===== src/rup_pkg.sv =====
package rup_pkg;
  localparam int RUP_KEYS = 8;
  localparam logic [7:0] RUP_KEY_ZERO = 8'h00;
  localparam logic [7:0] RUP_KEY_ONES = 8'hFF;
  localparam logic [3:0] RUP_TMU_DISABLED = 4'h5;
  localparam logic [7:0] RUP_FAIL_LIMIT = 8'h08;
  localparam logic [7:0] RUP_BOOT_ON = 8'h55;
  localparam logic [7:0] RUP_BOOT_ON_CPL = 8'hAA;
  localparam logic [7:0] RUP_ONE = 8'h01;
  localparam logic [7:0] RUP_ZERO8 = 8'h00;
  // register byte addresses
  localparam logic [7:0] RUP_ADDR_KEY0 = 8'h00;
  localparam logic [7:0] RUP_ADDR_FAIL = 8'h20;
  localparam logic [7:0] RUP_ADDR_BOOT = 8'h24;
  localparam logic [7:0] RUP_ADDR_BOOTC = 8'h28;
  localparam logic [7:0] RUP_ADDR_CFG = 8'h2C;
  localparam logic [7:0] RUP_ADDR_TRY = 8'h30;
  localparam logic [7:0] RUP_ADDR_STAT = 8'h34;
  localparam logic [7:0] RUP_ADDR_SUPP0 = 8'h40;
  localparam int RUP_IDX_LSB = 2;
  localparam int RUP_IDX_W = 3;
  typedef struct packed {
    logic unlocked;
    logic erase;
    logic boot;
    logic cfg_err;
  } rup_stat_t;
  typedef enum logic [2:0] {
    RUP_IDLE = 3'b001,
    RUP_CMP = 3'b010,
    RUP_ERASE = 3'b100
  } rup_state_t;
endpackage


===== src/rup_key_mem.sv =====
`timescale 1ns/1ps
module rup_key_mem (
  // clock and reset
  input wire logic sys_clk_in,
  input wire logic rst_in,
  // write port
  input wire logic wr_en_in,
  input wire logic [2:0] wr_idx_in,
  input wire logic [7:0] wr_data_in,
  // read port
  input wire logic [2:0] rd_idx_in,
  output logic [7:0] rd_data_out
);
  logic [7:0] mem_r [8];
  logic [7:0] rd_r;
  always_ff @(posedge sys_clk_in) begin
    if (wr_en_in) begin
      mem_r[wr_idx_in] <= wr_data_in;
    end
    if (rst_in) begin
      rd_r <= 8'h00;
    end else begin
      rd_r <= mem_r[rd_idx_in];
    end
  end
  assign rd_data_out = rd_r;
endmodule


===== src/rup_top.sv =====
// The implementer's own choices: register access over APB and the placing of the registers.
`timescale 1ns/1ps
// Overview of operation
// - each stored key is one full byte; eight keys at consecutive positions.
// - failure counter writable only when enable field holds disabled code 0101.
// - while enabled, each wrong-key unlock attempt increments the failure counter.
// - counter reaching eight erases code flash and data eeprom.
// - boot byte 0x55 with complement 0xAA forces the bootloader.
module rup_top (
  // clock and reset
  input wire logic sys_clk_in,
  input wire logic rst_in,
  // apb slave
  input wire logic psel,
  input wire logic penable,
  input wire logic pwrite,
  input wire logic [7:0] paddr,
  input wire logic [31:0] pwdata,
  output logic [31:0] prdata,
  output logic pready,
  output logic pslverr,
  // memory control
  output logic unprotected_out,
  output logic erase_req_out,
  output logic boot_force_out
);
  import rup_pkg::*;

  // ----------------------------------------
  // bus decode
  // ----------------------------------------
  function automatic logic is_key(input logic [7:0] a, input logic [7:0] base);
    is_key = (a[7:5] == base[7:5]) && (a[1:0] == 2'b00);
  endfunction

  logic acc;
  logic wr;
  logic key_hit;
  logic supp_hit;
  assign acc = psel && penable && pready;
  assign wr = acc && pwrite;
  assign key_hit = is_key(paddr, RUP_ADDR_KEY0);
  assign supp_hit = is_key(paddr, RUP_ADDR_SUPP0);

  // ----------------------------------------
  // state
  // ----------------------------------------
  rup_state_t st_r, st_nxt;
  logic [7:0] fail_r, fail_nxt;
  logic [7:0] boot_r, boot_nxt;
  logic [7:0] bootc_r, bootc_nxt;
  logic [3:0] cfg_r, cfg_nxt;
  logic [7:0] supp_r [RUP_KEYS];
  logic [2:0] idx_r, idx_nxt;
  logic match_r, match_nxt;
  logic unl_r, unl_nxt;
  logic ers_r, ers_nxt;
  logic bf_r, bf_nxt;
  logic cfgerr_r, cfgerr_nxt;
  logic rdy_r, rdy_nxt;
  logic err_r, err_nxt;
  logic [31:0] rd_r, rd_nxt;
  logic [7:0] key_rd;
  rup_stat_t stat;

  // stored keys in their own memory, one byte each
  rup_key_mem u_keys (
    .sys_clk_in(sys_clk_in),
    .rst_in(rst_in),
    .wr_en_in(wr && key_hit && st_r == RUP_IDLE),
    .wr_idx_in(paddr[RUP_IDX_LSB +: RUP_IDX_W]),
    .wr_data_in(pwdata[7:0]),
    .rd_idx_in(idx_nxt),
    .rd_data_out(key_rd)
  );

  // supplied key bytes
  genvar g;
  generate
    for (g = 0; g < RUP_KEYS; g++) begin : g_supp
      always_ff @(posedge sys_clk_in) begin
        if (rst_in) begin
          supp_r[g] <= RUP_ZERO8;
        end else if (wr && supp_hit && paddr[RUP_IDX_LSB +: RUP_IDX_W] == 3'(g)) begin
          supp_r[g] <= pwdata[7:0];
        end
      end
    end
  endgenerate

  assign stat = '{unlocked: unl_r, erase: ers_r, boot: bf_r, cfg_err: cfgerr_r};

  // ----------------------------------------
  // next state
  // ----------------------------------------
  always_comb begin
    st_nxt = st_r;
    fail_nxt = fail_r;
    boot_nxt = boot_r;
    bootc_nxt = bootc_r;
    cfg_nxt = cfg_r;
    idx_nxt = idx_r;
    match_nxt = match_r;
    unl_nxt = unl_r;
    ers_nxt = ers_r;
    cfgerr_nxt = cfgerr_r;
    rdy_nxt = 1'b0;
    err_nxt = 1'b0;
    rd_nxt = rd_r;
    // bus answers one cycle after setup
    if (psel && !penable) begin
      rdy_nxt = 1'b1;
    end
    if (wr) begin
      if (paddr == RUP_ADDR_FAIL) begin
        if (cfg_r == RUP_TMU_DISABLED) begin
          fail_nxt = pwdata[7:0];
        end else begin
          cfgerr_nxt = 1'b1;
        end
      end
      if (paddr == RUP_ADDR_BOOT) begin
        boot_nxt = pwdata[7:0];
      end
      if (paddr == RUP_ADDR_BOOTC) begin
        bootc_nxt = pwdata[7:0];
      end
      if (paddr == RUP_ADDR_CFG) begin
        cfg_nxt = pwdata[3:0];
      end
      if (paddr == RUP_ADDR_STAT) begin
        cfgerr_nxt = cfgerr_r && !pwdata[0];
        unl_nxt = unl_r && !pwdata[3];
      end
      if (paddr == RUP_ADDR_TRY && st_r == RUP_IDLE && cfg_r != RUP_TMU_DISABLED) begin
        st_nxt = RUP_CMP;
        idx_nxt = 3'd0;
        match_nxt = 1'b1;
      end
    end
    // read data and error are set up during setup so they stand with pready
    if (psel && !penable && !pwrite) begin
      rd_nxt = 32'h0000_0000;
      err_nxt = !(key_hit || supp_hit || paddr == RUP_ADDR_FAIL || paddr == RUP_ADDR_BOOT
                  || paddr == RUP_ADDR_BOOTC || paddr == RUP_ADDR_CFG || paddr == RUP_ADDR_TRY
                  || paddr == RUP_ADDR_STAT);
      if (supp_hit) begin
        rd_nxt[7:0] = supp_r[paddr[RUP_IDX_LSB +: RUP_IDX_W]];
      end
      if (paddr == RUP_ADDR_FAIL) begin
        rd_nxt[7:0] = fail_r;
      end
      if (paddr == RUP_ADDR_BOOT) begin
        rd_nxt[7:0] = boot_r;
      end
      if (paddr == RUP_ADDR_BOOTC) begin
        rd_nxt[7:0] = bootc_r;
      end
      if (paddr == RUP_ADDR_CFG) begin
        rd_nxt[3:0] = cfg_r;
      end
      if (paddr == RUP_ADDR_STAT) begin
        rd_nxt[3:0] = stat;
      end
    end
    case (st_r)
      RUP_IDLE: begin
      end
      RUP_CMP: begin
        // key byte for idx_r arrives one cycle after it is addressed
        if (key_rd != supp_r[idx_r]) begin
          match_nxt = 1'b0;
        end
        if (idx_r == 3'(RUP_KEYS - 1)) begin
          st_nxt = RUP_IDLE;
        end else begin
          idx_nxt = idx_r + 3'd1;
        end
      end
      RUP_ERASE: begin
        ers_nxt = 1'b1;
      end
      default: begin
        st_nxt = RUP_IDLE;
      end
    endcase
    if (st_r == RUP_CMP && idx_r == 3'(RUP_KEYS - 1)) begin
      if (match_nxt && key_rd == supp_r[idx_r]) begin
        unl_nxt = 1'b1;
      end else begin
        fail_nxt = fail_r + RUP_ONE;
        if (fail_r + RUP_ONE >= RUP_FAIL_LIMIT) begin
          st_nxt = RUP_ERASE;
        end
      end
    end
    bf_nxt = (boot_r == RUP_BOOT_ON) && (bootc_r == RUP_BOOT_ON_CPL);
  end

  // ----------------------------------------
  // registers
  // ----------------------------------------
  always_ff @(posedge sys_clk_in) begin
    if (rst_in) begin
      st_r <= RUP_IDLE;
      fail_r <= RUP_ZERO8;
      boot_r <= RUP_ZERO8;
      bootc_r <= RUP_ZERO8;
      cfg_r <= RUP_TMU_DISABLED;
      idx_r <= 3'd0;
      match_r <= 1'b0;
      unl_r <= 1'b0;
      ers_r <= 1'b0;
      bf_r <= 1'b0;
      cfgerr_r <= 1'b0;
      rdy_r <= 1'b0;
      err_r <= 1'b0;
      rd_r <= 32'h0000_0000;
    end else begin
      st_r <= st_nxt;
      fail_r <= fail_nxt;
      boot_r <= boot_nxt;
      bootc_r <= bootc_nxt;
      cfg_r <= cfg_nxt;
      idx_r <= idx_nxt;
      match_r <= match_nxt;
      unl_r <= unl_nxt;
      ers_r <= ers_nxt;
      bf_r <= bf_nxt;
      cfgerr_r <= cfgerr_nxt;
      rdy_r <= rdy_nxt;
      err_r <= err_nxt;
      rd_r <= rd_nxt;
    end
  end

  assign pready = rdy_r;
  assign pslverr = err_r;
  assign prdata = rd_r;
  assign unprotected_out = unl_r;
  assign erase_req_out = ers_r;
  assign boot_force_out = bf_r;
endmodule


===== config.mk =====
export PLATFORM = sky130hd
export DESIGN_NAME = rup_top
export DESIGN_NICKNAME = d
export VERILOG_FILES = /design/src/rup_pkg.sv /design/src/rup_key_mem.sv /design/src/rup_top.sv
export SDC_FILE = /design/constraint.sdc
export NUM_CORES = 1
export LEC_CHECK = 0
export BUFFER_PORTS_ARGS = -buffer_cell sky130_fd_sc_hd__buf_4
export CAP_MARGIN = 20
export CORE_ASPECT_RATIO = 0.9
export CORE_MARGIN = 2
export CORE_UTILIZATION = 45
export CTS_BUF_LIST = sky130_fd_sc_hd__clkbuf_8
export CTS_CLUSTER_SIZE = 24
export DETAILED_ROUTE_END_ITERATION = 8
export PLACE_DENSITY = 0.62
export SYNTH_ARGS = -nofsm -noshare
export SYNTH_HDL_FRONTEND = slang
export SYNTH_HIERARCHICAL = 1
export SYNTH_SLANG_ARGS = --single-unit

===== constraint.sdc =====
create_clock -name sys_clk_in -period 4.5 [get_ports sys_clk_in]
set_input_delay 0.225 -clock sys_clk_in [delete_from_list [all_inputs] [get_ports sys_clk_in]]
set_output_delay 0.225 -clock sys_clk_in [all_outputs]
set_load 0.005 [all_outputs]

**Word level (Yosys, flattened, before mapping)**

Memories as Yosys holds them, arrays and structs flattened. A register that Yosys moved wholly into a read port is not among the register bits.
Index checks and enable logic that the tools add are counted.

- Add/subtract/negate cells: 2
- $lt $le $gt $ge: 1
- Eq/ne operators: 25
- Muxes and demuxes: 71
- Bitwise logic cells: 9
- Reduce and logical (&&, ||, !) cells: 47

Operators with widths:

| operator | count |
|---|---|
| $mux W8 | 17 |
| $eq A8 B6 Y1 const B | 6 |
| $mux W1 | 40 |
| $mux W3 | 11 |
| $logic_and A1 B1 Y1 | 25 |
| $eq A3 B3 Y1 const B | 6 |
| $eq A3 B2 Y1 const B | 4 |
| $add A8 B1 Y8 const B | 1 |
| $eq A8 B7 Y1 const B | 1 |
| $eq A8 B8 Y1 | 1 |
| $eq A8 B8 Y1 const B | 1 |
| $ge A8 B4 Y1 const B | 1 |
| $mux W4 | 2 |
| $ne A8 B8 Y1 | 1 |
| $or A1 B1 Y1 | 8 |
| $logic_or A1 B1 Y1 | 7 |
| $eq A3 B1 Y1 const B | 2 |
| $logic_not A3 Y1 | 2 |
| $pmux W3 S2 | 1 |
| $reduce_and A2 Y1 | 3 |
| $logic_not A1 Y1 | 5 |
| $eq A4 B3 Y1 const B | 1 |
| $ne A4 B3 Y1 const B | 1 |
| $reduce_or A2 Y1 | 2 |
| other kinds (6) | 6 |

- Flip-flop bits (word level): 49
- Memory bits (writable): 128
- Bits of input ports: 45
- Memories: 2

Memory list:

| name | depth | bits a word | read ports | clocked after memory_dff | write ports | RTL line | RTL |
|---|---|---|---|---|---|---|---|
| supp_r | 8 | 8 | 2 | 1 | 8 | rup_top.sv:53 | `logic [7:0] supp_r [RUP_KEYS];` |
| u_keys.mem_r | 8 | 8 | 1 | 1 | 1 | rup_key_mem.sv:14 | `logic [7:0] mem_r [8];` |

**Depth between registers and ports, before layout**

- Word-level depth: 10
- Mapped depth: 11
- Depth with buffers taken out: 9

**Modules after synthesis**

The synthesis kept the hierarchy.

By module, submodules not included:

| module | instances | cells an instance | area an instance (sq um) |
|---|---|---|---|
| rup_top | 1 | 588 | 6354.8 |
| rup_key_mem | 1 | 123 | 2686.3 |

**Worst setup path before layout**

Ideal clock, no wire load.

- Path kind: register -> register
- Start point: register idx_r[0]
- End point: register fail_r[2]
- Library setup time: 0.071 ns
- Data arrival time: 2.410 ns
- Slack: 2.019 ns
- Stages on the path, launching flop included: 11
- Path buffers: 3
- Period minus slack after synthesis: 2.481 ns
- Cell sequence: dfxtp_1 buf_6 buf_8 mux2i_1 mux4_2 xor2_1 o2111ai_2 o31ai_4 buf_6 mux2_1 a21oi_1

- Word-level cells in the longest chain between the ends: 3

Ends and longest elaborated chain:

| element | RTL line | RTL |
|---|---|---|
| start, declared | rup_top.sv:54 | `logic [2:0] idx_r, idx_nxt;` |
| start signal, assigned | rup_top.sv:225 | `idx_r <= idx_nxt;` |
| $eq A3 B3 Y1 | rup_top.sv:187 | `if (st_r == RUP_CMP && idx_r == 3'(RUP_KEYS - 1)) begin` |
| $logic_and A1 B1 Y1 | rup_top.sv:187 |  |
| $mux W8 | rup_top.sv:187 |  |
| end signal, assigned | rup_top.sv:221 | `fail_r <= fail_nxt;` |
| end, declared | rup_top.sv:49 | `logic [7:0] fail_r, fail_nxt;` |

No other way between the ends.
A chain may end at the register's enable or synchronous reset.

**Final worst setup path**

- Start point: register idx_r[2]
- End point: register fail_r[1]

Same word-level chain as after synthesis.

==> metrics.md <==
| Metric | Value |
|---|---|
| Cell accounting for the most synthesized area | edfxtp_1 |
| Post-Route WL | 22,400 µm |
| Post-CTS Resized | 0 |
| Warning count from the yosys run | 6 |
| #FFs+latches synth | 185 |
| GPL Wtd Cong | 0.955 |
| Maxcap violations | 0 |
| Gate power share | 0.051 |
| Placeable Area | 19,900 µm² |
| H-tree levels | 4 |
| Post-route minimum period | 3.44 ns |
| Actual slew at the worst max-slew pin | 1.07 ns |
| Reg2reg path depth | 8 |
| Switching part of the total | 0.254 |
| Post-synth top area share | 0.425 |
| CTS sink count | 185 |
| Clock share of power | 0.381 |
| Root buffer cell | clkbuf_8 |
| Postcts setup bufs | 0 |
| CP Max Fanout | 19 |
| Status | completed |
| Pin count of the biggest net entering global routing | 68 |
| Clock latency on the worst-skew pair | 0.49 ns |
| Congestion Overflow GR | 0 |
| Relative slew margins | 0.285 |
| Achievable Freq | 291 MHz |
| Netlist cell types | 57 |
| Post-layout util | 0.493 |
| I/O Pins | 82 |
| Synth Area in Simple Gates | 0.152 |
| Sw Pwr | 0.824 mW |
| Width of the die | 153 µm |
| Non-Filler Instances | 996 |
| Initial core utilization | 0.455 |
| Post-synth EDFFs | 128 |
| R2R setup slack | 1.06 ns |
| Crit path DAT | 3.83 ns |
| Worst Hold Path EP | pready |
| Hold path cells | 3 |
| Setup_tns | 0 ns |
| Worst VDD drop | 0.204 mV |
| Final hold vios | 0 |
| Slew Limit Fails | 0 |
| Worst r2r src | idx_r[2] |
| Drt pass-1 iters | 5 |
| Via count | 5,812 |
| Vias in the first global route | 5,642 |
| Internal | 2.42 mW |
| Setup Crit Path Kind | reg2reg |
| FFs w/ async S/R, synth | 0 |
| Diodes inserted | 0 |
| Initial drt markers | 527 |
| Via density | 5.84 |
| Startpoint Class | flop |
| Worst Hold Class | in2reg |
| IO Port Bufs | 33 |
| Mux share of post-synthesis cell area | 0.175 |
| FF-to-FF End | fail_r[1] |
| Antenna-violating nets left | 0 |
| Main synth FF type | edfxtp_1 |
| Total GRT Usage | 0.215 |
| Post-synthesis cell count | 711 |
| Sequential area share after synthesis | 0.551 |
| Wire per inst | 22.5 µm |
| Clock Skew | 0.0215 ns |
| Initial antenna violation count | 0 |
| Global-route wire length before repair | 34,100 µm |
| DP HPWL | 14,800 µm |
| Die area | 21,200 µm² |
| CTS tree | done |
| Ratio of final minimum period to clock period | 0.765 |
| Share of cells above drive strength 1 | 0.170 |
| Top post-synthesis cells by area | edfxtp_1 (43%), dfxtp_1 (13%), mux4_2 (9.7%) |
| CTS max path bufs | 2 |
| Syn_area_per_cell | 12.7 µm² |
| Final nets | 776 |
| DRC viols | 0 |
| Synth Area in XOR/XNOR | 0.00775 |
| Post-synthesis adder-cell area fraction | 0.00415 |
| FP Rows | 49 |
| Clk slew on worst S/H paths | 0.11 ns |
| Mapped cell area | 9040 µm² |
| CP Data Required Time | 4.88 ns |
| CTS buffer count | 17 |
| Placed Instances | 964 |
| Hold path start | psel |
| Die Span Y | 138 µm |
| Crit end category | flop |
| Reg power frac | 0.567 |
| Synth Area in Compound Gates | 0.0605 |
| Area grow syn2layout | 8.34% |
| CTS Hold Bufs | 0 |
| Leak | 3.35 nW |
| Pwr per Cell Area | 331 nW/µm² |
| RSZ-0062 raised after global routing | false |
| Largest family of logic cells by synthesized area | multiplexers |
| Final setup vio count | 0 |
| Top-count cell post-synth | edfxtp_1 |
| Post-synth top cells | edfxtp_1 (128), nor2_1 (68), and2_1 (66) |
-- per-layer routing --
metal	track usage	up-vias	part of all wire
li1	-	2631	-
met1	0.300	2931	0.43
met2	0.329	220	0.46
met3	0.0592	30	0.084
met4	0.0671	0	0.020
met5	0	-	0
-- placed cells by master, fill, tap and decap left out, types with 22 or more instances in the layout --
cell	netlist	routed
conb_1	1	24
buf_4	25	41
edfxtp_1	128	128
nor2_1	68	68
dfxtp_1	57	57
mux2i_1	46	46
nand2_1	51	51
nand3_1	22	22
mux4_2	39	39
and2_1	66	66
-- how the worst max path moves through the flow --
stage	start	endpoint	slack [ns]	depth (start not counted)
CTS	idx_r[2]	fail_r[1]	1.06	8
global route	idx_r[1]	fail_r[1]	0.87	8
floorplan	idx_r[0]	fail_r[2]	2.02	10
detailed placement	idx_r[2]	fail_r[1]	1.08	8
finish	idx_r[2]	fail_r[1]	1.06	8
global placement	idx_r[1]	fail_r[1]	1.26	8
-- stage by stage --
stage / area, µm² / setup slack, ns / power, mW / hold WS [ns]
after CTS: 9800 / 1.06 / 3.27 / 0.0131
after floorplan: 9130 / 2.02 / 1.99 / 0.324
final: 9800 / 1.06 / 3.25 / 0.0344
after global routing: 9800 / 0.874 / 3.35 / 0.0437
after detailed placement: 9340 / 1.08 / 2.05 / 0.446
after global placement: 9340 / 1.26 / 2.04 / 0.446
-- critical path, cell delays in order, from the launching register on --
cell	delay, ns
dfxtp_1	0.91
mux4_2	0.41
mux2i_1	0.35
xor2_1	0.19
nand3_1	0.16
o31ai_4	0.70
buf_4	0.25
nor2_1	0.05
a311oi_1	0.28
-- cell type report --
| cell class | instances | area [µm²] |
|---|---|---|
| tap | 255 | 319 |
| inverter | 5 | 18.8 |
| timing repair buffer | 41 | 308 |
| multi-input combinational | 478 | 3710 |
| sequential | 185 | 4980 |
| clock buffer | 17 | 234 |
| clock inverter | 15 | 219 |
| fill | 1747 | 10100 |
-- cell families (layout without fill, tap and decap cells) --
group | after synthesis | after routing
XOR/XNOR | 8 | 8
AND/OR/NAND/NOR | 265 | 265
buffers and inverters | 71 | 78
AO/OA/AOI/OAI | 79 | 79
other | 1 | 24
flip-flops | 185 | 185
adder cells (fa/ha/maj) | 3 | 3
multiplexers | 99 | 99
-- state kept, by name, indices dropped and copies added, names as in the netlist --
signal              cells
u_keys/mem_r           64
match_r                 1
prdata                  8
idx_r                   3
cfg_r                   4
fail_r                  8
unprotected_out         1
st_r                    3
pslverr                 1
pready                  1
supp_r                 64
boot_force_out          1
cfgerr_r                1
erase_req_out           1
boot_r                  8
bootc_r                 8
u_keys/rd_data_out      8
-- power by group through the flow --
stage | logic (mW) | registers (mW) | clock network, mW
after detailed placement | 0.166 | 1.88 | 0
after CTS | 0.167 | 1.84 | 1.26
after global routing | 0.179 | 1.85 | 1.32
after global placement | 0.162 | 1.88 | 0
after floorplan | 0.109 | 1.88 | 0
final | 0.167 | 1.84 | 1.24
Power figures use the tool's default switching activity.
